[src/hw/pcrs_pkg.sv]
// pcrs_pkg: constants, register map and carrier types for the program
// counter and return stack block.
// assumes: nothing; files that use it refer to it by pcrs_pkg::name.
package pcrs_pkg;

  localparam int PcW     = 21;
  localparam int SpW     = 5;
  localparam int Depth   = 31;
  localparam int AddrW   = 3;

  // register indices on the plain register port
  localparam logic [2:0] RegPcLow  = 3'h0;
  localparam logic [2:0] RegLatHi  = 3'h1;
  localparam logic [2:0] RegLatUp  = 3'h2;
  localparam logic [2:0] RegTosLow = 3'h3;
  localparam logic [2:0] RegTosHi  = 3'h4;
  localparam logic [2:0] RegTosUp  = 3'h5;
  localparam logic [2:0] RegStkPtr = 3'h6;

  // pointer register field positions
  localparam int BitFull  = 7;
  localparam int BitUnder = 6;

  localparam logic [4:0]    SpEmpty  = 5'h00;
  localparam logic [4:0]    SpTop    = 5'h1f;
  localparam logic [4:0]    SpOne    = 5'h01;
  localparam logic [20:0]   PcReset  = 21'h000000;
  localparam logic [20:0]   PcStep   = 21'h000002;
  localparam logic [2:0]    UpperPad = 3'h0;

  typedef struct packed {
    logic        advance;   // sequential fetch
    logic        branch;    // absolute goto/relative branch target load, no push
    logic        push;      // call, relative_call_op or interrupt acknowledge
    logic        pushInsn;  // explicit push instruction
    logic        pop;       // return, return_with_literal_op, return_from_interrupt_op
    logic        popInsn;   // explicit pop instruction
    logic [20:0] target;
  } pcrs_ctl_t;

  typedef struct packed {
    logic [2:0] addr;
    logic [7:0] wdata;
    logic       wr;
    logic       rd;
  } pcrs_bus_t;

  typedef enum logic [2:0] {
    StIdle  = 3'b001,
    StRun   = 3'b010,
    StFault = 3'b100
  } pcrs_state_t;

endpackage

[src/hw/pcrs_stack_mem.sv]
// pcrs_stack_mem: return stack storage, registered read port.
// assumes: caller never addresses index zero with a write.
`timescale 1ns/1ns
module pcrs_stack_mem #(
  parameter int Depth = 31,
  parameter int Width = 21,
  parameter int AW    = 5
) (
  input  wire logic             ref_clk,
  input  wire logic             clkEn,
  input  wire logic             wrEn,
  input  wire logic [AW-1:0]    wrAddr,
  input  wire logic [Width-1:0] wrData,
  input  wire logic [AW-1:0]    rdAddr,
  output logic      [Width-1:0] rdData
);

  // entry zero exists only in the index space, it has no storage
  logic [Width-1:0] mem [1:Depth];

  always_ff @(posedge ref_clk) begin
    if (clkEn && wrEn && wrAddr != '0) begin
      mem[wrAddr] <= wrData;
    end
  end

  always_ff @(posedge ref_clk) begin
    if (clkEn) begin
      rdData <= (rdAddr == '0) ? '0 : mem[rdAddr];
    end
  end

endmodule

[src/hw/pcrs_flag.sv]
// pcrs_flag: sticky status bit, hardware set wins over software clear.
// assumes: porClear is a synchronous power-on clear pulse.
`timescale 1ns/1ns
module pcrs_flag (
  input  wire logic ref_clk,
  input  wire logic resetn,
  input  wire logic clkEn,
  input  wire logic setEv,
  input  wire logic swClear,
  input  wire logic porClear,
  output logic      flag_q
);

  always_ff @(posedge ref_clk or negedge resetn) begin
    if (!resetn) begin
      flag_q <= 1'b0;
    end else if (clkEn) begin
      if (setEv) begin
        flag_q <= 1'b1;
      end else if (swClear || porClear) begin
        flag_q <= 1'b0;
      end
    end
  end

endmodule

[src/hw/pcrs_core.sv]
// pcrs_core: program counter with latched upper bytes and 31-level
// return address stack with pointer, top-of-stack access and flags.
// assumes: execution logic on ref_clk issues at most one of push, pop,
// branch, advance per cycle; software uses the plain register port.
`timescale 1ns/1ns
module pcrs_core #(
  parameter int Depth = pcrs_pkg::Depth
) (
  input  wire logic                ref_clk,
  input  wire logic                resetn,
  input  wire logic                clkEn,
  input  wire logic                porClear,
  input  wire logic                faultResetEn,
  input  wire pcrs_pkg::pcrs_ctl_t ctl,
  input  wire pcrs_pkg::pcrs_bus_t bus,
  output logic [7:0]               rdData,
  output logic [20:0]              pcOut,
  output logic                     stackFull,
  output logic                     stackUnder,
  output logic                     deviceResetReq
);

  ////////////////////////////////////////////////////////////////////////
  // state

  logic [20:0] pc_q;
  logic [20:0] pc_d;
  logic [7:0]  latHi_q;
  logic [4:0]  latUp_q;
  logic [4:0]  sp_q;
  logic [4:0]  sp_d;
  logic [20:0] stack_top_entry;
  logic [20:0] tosRaw;
  logic        fwdHit_q;
  logic [20:0] fwdData_q;
  logic        memWr;
  logic [4:0]  memWrAddr;
  logic [20:0] memWrData;
  logic [7:0]  rdData_q;
  logic        resetReq_q;
  pcrs_pkg::pcrs_state_t state_q;

  logic busWr;
  logic busRd;
  logic anyPush;
  logic anyPop;
  logic atTop;
  logic isEmpty;
  logic fullEv;
  logic underEv;
  logic faultEv;
  logic swClrFull;
  logic swClrUnder;
  logic tosWr;

  assign busWr   = bus.wr;
  assign busRd   = bus.rd;
  assign anyPush = ctl.push || ctl.pushInsn;
  assign anyPop  = ctl.pop || ctl.popInsn;
  assign atTop   = (sp_q == pcrs_pkg::SpTop);
  assign isEmpty = (sp_q == pcrs_pkg::SpEmpty);

  assign fullEv  = anyPush && (sp_q == pcrs_pkg::SpTop - pcrs_pkg::SpOne);
  assign underEv = anyPop && isEmpty;
  assign faultEv = fullEv && faultResetEn;

  ////////////////////////////////////////////////////////////////////////
  // stack storage and flags

  pcrs_stack_mem #(
    .Depth (Depth),
    .Width (pcrs_pkg::PcW),
    .AW    (pcrs_pkg::SpW)
  ) uMem (
    .ref_clk (ref_clk),
    .clkEn   (clkEn),
    .wrEn    (memWr),
    .wrAddr  (memWrAddr),
    .wrData  (memWrData),
    .rdAddr  (sp_d),
    .rdData  (tosRaw)
  );

  ////////////////////////////////////////////////////////////////////////
  // top-of-stack bypass

  // storage reads before it writes: an entry written on the edge that
  // the pointer lands on it would come out stale for one cycle, which
  // a back to back push and return would restore into the pc
  always_ff @(posedge ref_clk or negedge resetn) begin
    if (!resetn) begin
      fwdHit_q  <= 1'b0;
      fwdData_q <= pcrs_pkg::PcReset;
    end else if (clkEn) begin
      fwdHit_q  <= memWr && (memWrAddr == sp_d);
      fwdData_q <= memWrData;
    end
  end

  assign stack_top_entry = fwdHit_q ? fwdData_q : tosRaw;

  // software clears by writing zero into a flag bit; ones are ignored
  assign swClrFull  = busWr && bus.addr == pcrs_pkg::RegStkPtr
                      && !bus.wdata[pcrs_pkg::BitFull];
  assign swClrUnder = busWr && bus.addr == pcrs_pkg::RegStkPtr
                      && !bus.wdata[pcrs_pkg::BitUnder];

  pcrs_flag uFull (
    .ref_clk  (ref_clk),
    .resetn   (resetn),
    .clkEn    (clkEn),
    .setEv    (fullEv),
    .swClear  (swClrFull),
    .porClear (porClear),
    .flag_q   (stackFull)
  );

  pcrs_flag uUnder (
    .ref_clk  (ref_clk),
    .resetn   (resetn),
    .clkEn    (clkEn),
    .setEv    (underEv),
    .swClear  (swClrUnder),
    .porClear (porClear),
    .flag_q   (stackUnder)
  );

  ////////////////////////////////////////////////////////////////////////
  // stack pointer and storage write

  assign tosWr = busWr && (bus.addr == pcrs_pkg::RegTosLow
                 || bus.addr == pcrs_pkg::RegTosHi
                 || bus.addr == pcrs_pkg::RegTosUp);

  always_comb begin
    sp_d      = sp_q;
    memWr     = 1'b0;
    memWrAddr = sp_q;
    memWrData = pc_q;
    if (faultEv) begin
      // store pc plus two, then pointer goes to zero
      memWr     = 1'b1;
      memWrAddr = pcrs_pkg::SpTop;
      memWrData = pc_q + pcrs_pkg::PcStep;
      sp_d      = pcrs_pkg::SpEmpty;
    end else if (anyPush) begin
      // no overwrite and no move once at 31
      if (!atTop) begin
        // pc already names the next instruction
        sp_d      = sp_q + pcrs_pkg::SpOne;
        memWr     = 1'b1;
        memWrAddr = sp_q + pcrs_pkg::SpOne;
      end
    end else if (anyPop) begin
      // pc taken first, pointer drops after
      if (!isEmpty) begin
        sp_d = sp_q - pcrs_pkg::SpOne;
      end
    end else if (busWr && bus.addr == pcrs_pkg::RegStkPtr) begin
      sp_d = bus.wdata[4:0];
    end else if (tosWr && !isEmpty) begin
      // software edits stack top, one byte at a time
      memWr = 1'b1;
      memWrData = stack_top_entry;
      if (bus.addr == pcrs_pkg::RegTosLow) begin
        memWrData[7:0] = bus.wdata;
      end else if (bus.addr == pcrs_pkg::RegTosHi) begin
        memWrData[15:8] = bus.wdata;
      end else begin
        memWrData[20:16] = bus.wdata[4:0];
      end
    end
  end

  always_ff @(posedge ref_clk or negedge resetn) begin
    if (!resetn) begin
      sp_q <= pcrs_pkg::SpEmpty;
    end else if (clkEn) begin
      sp_q <= sp_d;
    end
  end

  ////////////////////////////////////////////////////////////////////////
  // program counter

  always_comb begin
    pc_d = pc_q;
    if (faultEv) begin
      pc_d = pcrs_pkg::PcReset;
    end else if (anyPush && ctl.push) begin
      // calls also branch to their target in the same step
      pc_d = ctl.target;
    end else if (ctl.pop) begin
      pc_d = isEmpty ? pcrs_pkg::PcReset : stack_top_entry;
    end else if (ctl.branch) begin
      pc_d = ctl.target;
    end else if (busWr && bus.addr == pcrs_pkg::RegPcLow) begin
      // latches move in with low byte
      pc_d = {latUp_q, latHi_q, bus.wdata};
    end else if (ctl.advance) begin
      pc_d = pc_q + pcrs_pkg::PcStep;
    end
    pc_d[0] = 1'b0;
  end

  always_ff @(posedge ref_clk or negedge resetn) begin
    if (!resetn) begin
      pc_q <= pcrs_pkg::PcReset;
    end else if (clkEn) begin
      pc_q <= pc_d;
    end
  end

  ////////////////////////////////////////////////////////////////////////
  // latches; call and return paths never touch them

  always_ff @(posedge ref_clk or negedge resetn) begin
    if (!resetn) begin
      latHi_q <= 8'h00;
      latUp_q <= 5'h00;
    end else if (clkEn) begin
      if (busRd && bus.addr == pcrs_pkg::RegPcLow) begin
        latHi_q <= pc_q[15:8];
        latUp_q <= pc_q[20:16];
      end else if (busWr && bus.addr == pcrs_pkg::RegLatHi) begin
        latHi_q <= bus.wdata;
      end else if (busWr && bus.addr == pcrs_pkg::RegLatUp) begin
        latUp_q <= bus.wdata[4:0];
      end
    end
  end

  ////////////////////////////////////////////////////////////////////////
  // read port, data one cycle after strobe

  always_ff @(posedge ref_clk or negedge resetn) begin
    if (!resetn) begin
      rdData_q <= 8'h00;
    end else if (clkEn) begin
      rdData_q <= 8'h00;
      if (busRd) begin
        if (bus.addr == pcrs_pkg::RegPcLow) begin
          rdData_q <= pc_q[7:0];
        end else if (bus.addr == pcrs_pkg::RegLatHi) begin
          rdData_q <= latHi_q;
        end else if (bus.addr == pcrs_pkg::RegLatUp) begin
          rdData_q <= {pcrs_pkg::UpperPad, latUp_q};
        end else if (bus.addr == pcrs_pkg::RegTosLow) begin
          rdData_q <= stack_top_entry[7:0];
        end else if (bus.addr == pcrs_pkg::RegTosHi) begin
          rdData_q <= stack_top_entry[15:8];
        end else if (bus.addr == pcrs_pkg::RegTosUp) begin
          rdData_q <= {pcrs_pkg::UpperPad, stack_top_entry[20:16]};
        end else if (bus.addr == pcrs_pkg::RegStkPtr) begin
          rdData_q <= {stackFull, stackUnder, 1'b0, sp_q};
        end
      end
    end
  end

  ////////////////////////////////////////////////////////////////////////
  // fault reset request and run state

  always_ff @(posedge ref_clk or negedge resetn) begin
    if (!resetn) begin
      state_q    <= pcrs_pkg::StIdle;
      resetReq_q <= 1'b0;
    end else if (clkEn) begin
      resetReq_q <= 1'b0;
      case (state_q)
        pcrs_pkg::StIdle: begin
          state_q <= pcrs_pkg::StRun;
        end
        pcrs_pkg::StRun: begin
          if (faultEv) begin
            state_q    <= pcrs_pkg::StFault;
            resetReq_q <= 1'b1;
          end
        end
        pcrs_pkg::StFault: begin
          state_q <= pcrs_pkg::StRun;
        end
        default: begin
          state_q <= pcrs_pkg::StIdle;
        end
      endcase
    end
  end

  assign rdData         = rdData_q;
  assign pcOut          = pc_q;
  assign deviceResetReq = resetReq_q;

endmodule

[config.mk]
export PLATFORM = sky130hd
export DESIGN_NAME = pcrs_core
export DESIGN_NICKNAME = d
export VERILOG_FILES = /design/src/hw/pcrs_pkg.sv /design/src/hw/pcrs_stack_mem.sv /design/src/hw/pcrs_flag.sv /design/src/hw/pcrs_core.sv
export SDC_FILE = /design/constraint.sdc
export NUM_CORES = 1
export LEC_CHECK = 0
export BUFFER_PORTS_ARGS = -buffer_cell sky130_fd_sc_hd__buf_2
export CAP_MARGIN = 20
export CORE_UTILIZATION = 63
export DETAILED_ROUTE_END_ITERATION = 7
export HOLD_SLACK_MARGIN = 0.08
export PLACE_DENSITY = 0.8
export SYNTH_ARGS = -nofsm -noshare
export SYNTH_HDL_FRONTEND = slang
export SYNTH_SLANG_ARGS = --single-unit
[constraint.sdc]
create_clock -name ref_clk -period 5 [get_ports ref_clk]
set_input_delay 0.25 -clock ref_clk [delete_from_list [all_inputs] [get_ports ref_clk]]
set_output_delay 0.25 -clock ref_clk [all_outputs]
set_load 0.05 [all_outputs]
==> results by group <==
Clock network
  • Clock sinks: 746
  • CTS tree: done
  • Clock root cell: clkbuf_16
  • Deepest clock path buffer count: 3
  • Clock slew at reported path FFs: 0.06 ns
  • CTS HTree Levels: 3
  • Total CTS buffers: 75
  • Clock latency on the worst-skew pair: 0.63 ns

STA
  • Min cycle time layout: between 4 and 5 ns
  • Fmax: between 0.2 and 0.25 GHz
  • Clock Skew: 0.0231 ns
  • Unrepaired setup endpoints after global routing: no
  • Max transition margin: 10.6%
  • Max Slew Vio Count: 0
  • Final hold viol count: 0
  • Setup-failing EPs final: 0
  • Worst Max-Slew Pin Slew: 1.34 ns
  • Fin Setup TNS: 0 ns
  • Fin crit share: 95.2%

Pwr
  • PwrDens: a little under 600 nW/µm²
  • Leakage dissipation: 13.4 nW
  • Pint: 0.0138 W
  • Clock share of power: approximately a quarter
  • Peak VDD IR: between 400 and 500 µV
  • Sequential share of power: 36.4%
  • Power Total: 0.0224 W
  • Net Switching: 0.00858 W
  • Logic pwr share: 38.6%
  • Sw frac: about two fifths

Critical path
  • Most used cell, CP: buf_4
  • CP arrival: roughly 5.1 ns
  • Worst-path cell chain: inv_1, ha_1, nor4b_4, buf_4, mux2i_4, o211a_1, or2_4, buf_12, a21oi_1, a2111oi_1, buf_4, a22oi_1
  • Max stage delay on crit path: 0.70 ns
  • CP required: 5.36 ns
  • Setup crit end kind: register
  • Crit path max fanout: 62
  • Crit Path Class: reg -> reg
  • Startpoint types: register
  • Slowest cell on the critical path: a2111oi_1

Global route
  • First-pass GRT wire length: between 100,000 and 150,000 µm
  • Initial antenna violation count: 0
  • Remaining global-route overflow: 0
  • Largest net degree at the start of global routing: 75
  • Vias in the first global route: 23,000
  • Total GRT Usage: 36.3%

Outcome
  • Status: finished clean

Floorplan
  • DIE HEIGHT: 233 µm
  • Starting Density: roughly 64%
  • Die Area: 54,200 µm²
  • Die Span X: 233 µm
  • Row count: between 80 and 90
  • Core area: about 53,000 µm²
  • I/O pin count: between 70 and 80

Synth
  • Flops & latches, synth: 746
  • Adder and majority cell fraction of the synthesized area: less than 1%
  • Post-synth top area cell: edfxtp_1
  • Sequential area share after synthesis: 65.6%
  • XOR/XNOR Fraction of Synth Area: less than 1%
  • Top-area cell type share of the netlist area: 60.1%
  • Mapped Area: 33,600 µm²
  • Asr flop ratio synth: 9.92%
  • YS warnings: 0
  • Synth cell types: 81
  • Mapped Nets: 2,679
  • Main combinational cell family by area after synthesis: compound AO/OA/AOI/OAI gates
  • Most common flop cell mapped by yosys: edfxtp_1
  • Area contributors post-synth: edfxtp_1 60%, dfrtp_1 5.4%, mux2i_1 4.7%
  • Synth Area in Compound Gates: 14.5%
  • Synth Area in Simple Gates: 9.69%
  • Mean Syn Cell Area: 12.8 µm²
  • Synthesized instance count: 2,630
  • Number of synthesized flops with an enable pin: 672
  • Post-synthesis mux area share: 6.37%

Detailed routing
  • Routed via count: about 24,000
  • Final ANT Viol Nets: 0
  • Routed vias/inst: just over 7
  • Iteration-0 DRC count of the detailed router: 3,426
  • Post-route DRC violation count: 0
  • Final WL: between 90,000 and 100,000 µm
  • WL/cell: 28.4 µm
  • DRT Pass-1 Iters: 6

Finish
  • Ant. Diodes: 0
  • Multi-input logic area: ~11,000 µm²
  • Area Overhead vs Synth: 13.1%
  • Nets: 2,769
  • Share of cells above drive strength 1: 15.8%
  • Register area: 22,000 µm²
  • Final std cells w/o fill: 3,461
  • Fill cells: ~3,300

Place
  • Placed insts: ~3,300
  • DP HPWL: a little under 60,000 µm
  • Port Buffer Count: 74
  • GPL Wtd Cong: 0.960

Run
  • Total of max-cap violations: 0

Worst hold path
  • Min-delay worst type: in -> async
layout make-up:
type,count,area share (%)
clock inverters,36,1.08
inverters,23,0.227
flip-flops and latches,746,58.0
multi-input cells,1640,28.4
repair buffers,234,4.65
clock buffers,94,5.32
well taps,688,2.27
kinds of logic after synthesis:
logic type,after synthesis
buf+inv,245
xor+xnor,17
compound gates,715
other cells,1
fa+ha+maj,4
mux,204
simple gates,698
flops,746
power by group through the flow:
stage | sequential, W | combinational, W | clock (W)
after global routing | 0.00819 | 0.00909 | 0.00586
after CTS | 0.00814 | 0.00843 | 0.00562
after global placement | 0.00824 | 0.00806 | 0
final | 0.00817 | 0.00866 | 0.00559
after detailed placement | 0.00827 | 0.00832 | 0
after floorplan | 0.00819 | 0.00523 | 0
cells in the final DEF (no fill, tap or decap), types with 11 or more instances in the layout:
master,Yosys,layout
a21oi_1,106,99
nand2_1,297,296
nor2_2,3,32
buf_4,11,123
clkinv_1,1,12
a211oi_1,149,148
a211o_1,13,13
o22ai_1,16,16
a2111oi_0,21,19
nand4_1,19,19
o2111ai_1,11,11
a22oi_1,26,24
a221oi_1,18,15
nor2_1,155,121
dlygate4sd3_1,0,27
edfxtp_1,672,672
nand3_1,29,29
nor3_1,13,13
o21ai_0,163,162
dfrtp_1,73,73
clkbuf_1,137,14
and3_1,120,120
clkbuf_16,0,77
buf_2,46,74
mux2_2,39,39
a31oi_1,62,61
inv_1,22,22
a311oi_1,58,55
mux2i_1,158,158
routing by layer:
layer / global-route usage, % / vias to the layer above / wire length (µm)
met2: 56.1 / 1719 / 45700
met3: 6.99 / 296 / 11100
li1: - / 10400 / -
met4: 17.5 / 0 / 4720
met5: 0 / - / 0
met1: 49.8 / 11900 / 36800
path summary, 6_finish.rpt:
check / startpoint / endpoint / slack [ns] / cells past startpoint
min: resetn / pcOut[6] / 0.13 / 2
max in group asynchronous: resetn / state_q[0] / 4.20 / 3
max: sp_q[0] / uMem.rdData[14] / 0.24 / 12
min reg2reg: fwdData_q[6] / fwdData_q[6] / 0.51 / 1
max reg2reg: sp_q[0] / uMem.rdData[14] / 0.24 / 12
min in group ref_clk: bus[12] / rdData[0] / 0.22 / 3
metrics by stage:
stage	cell area, µm²	hold WS (ns)	setup WS [ns]	utilization [%]
2_1_floorplan	33600	-0.0456	0.523	-
3_3_place_gp	35200	0.474	0.157	66.9
3_5_place_dp	35200	0.485	0.0312	66.9
4_1_cts	37900	0.186	0.00885	72.0
5_1_grt	38000	0.159	0.184	72.1
6_report	38000	0.132	0.241	72.1
registers in the layout, summed over array words and instances (netlist names):
| name | count |
|---|---|
| fwdHit_q | 1 |
| uFull.flag_q | 1 |
| latUp_q | 5 |
| uUnder.flag_q | 1 |
| pcOut | 20 |
| latHi_q | 8 |
| fwdData_q | 21 |
| state_q | 3 |
| uMem.rdData | 21 |
| rdData | 8 |
| deviceResetReq | 1 |
| uMem.mem | 651 |
| sp_q | 5 |
critical path, delay by kind of cell (launching register included):
kind / cells / cell delay, ns
AO/OA/AOI/OAI: 4 / 1.54
adder cells (fa/ha/maj): 1 / 0.29
buffers and inverters: 4 / 0.97
flip-flops: 1 / 0.65
multiplexers: 1 / 0.38
AND/OR/NAND/NOR: 2 / 0.59
cell usage after synthesis, drive strengths merged, types with 13 or more instances:
cell type  instances
a2111oi           21
a211o             13
a211oi           149
a21oi            106
a221oi            19
a22oi             26
a311oi            58
a31oi             62
and3             120
buf               81
clkbuf           141
dfrtp             73
edfxtp           672
inv               22
mux2              43
mux2i            161
nand2            299
nand3             29
nand4             19
nor2             158
nor3              13
o21ai            165
o22ai             16
repair_timing:
action / in CTS / in global routing
hold buffers: 27 / 0
hold endpoints to repair: 105 / 0
gates resized for setup: 0 / 3
setup endpoints to repair: 0 / 2
buffers inserted: 0 / 0
(Power assumes the default switching activity.)
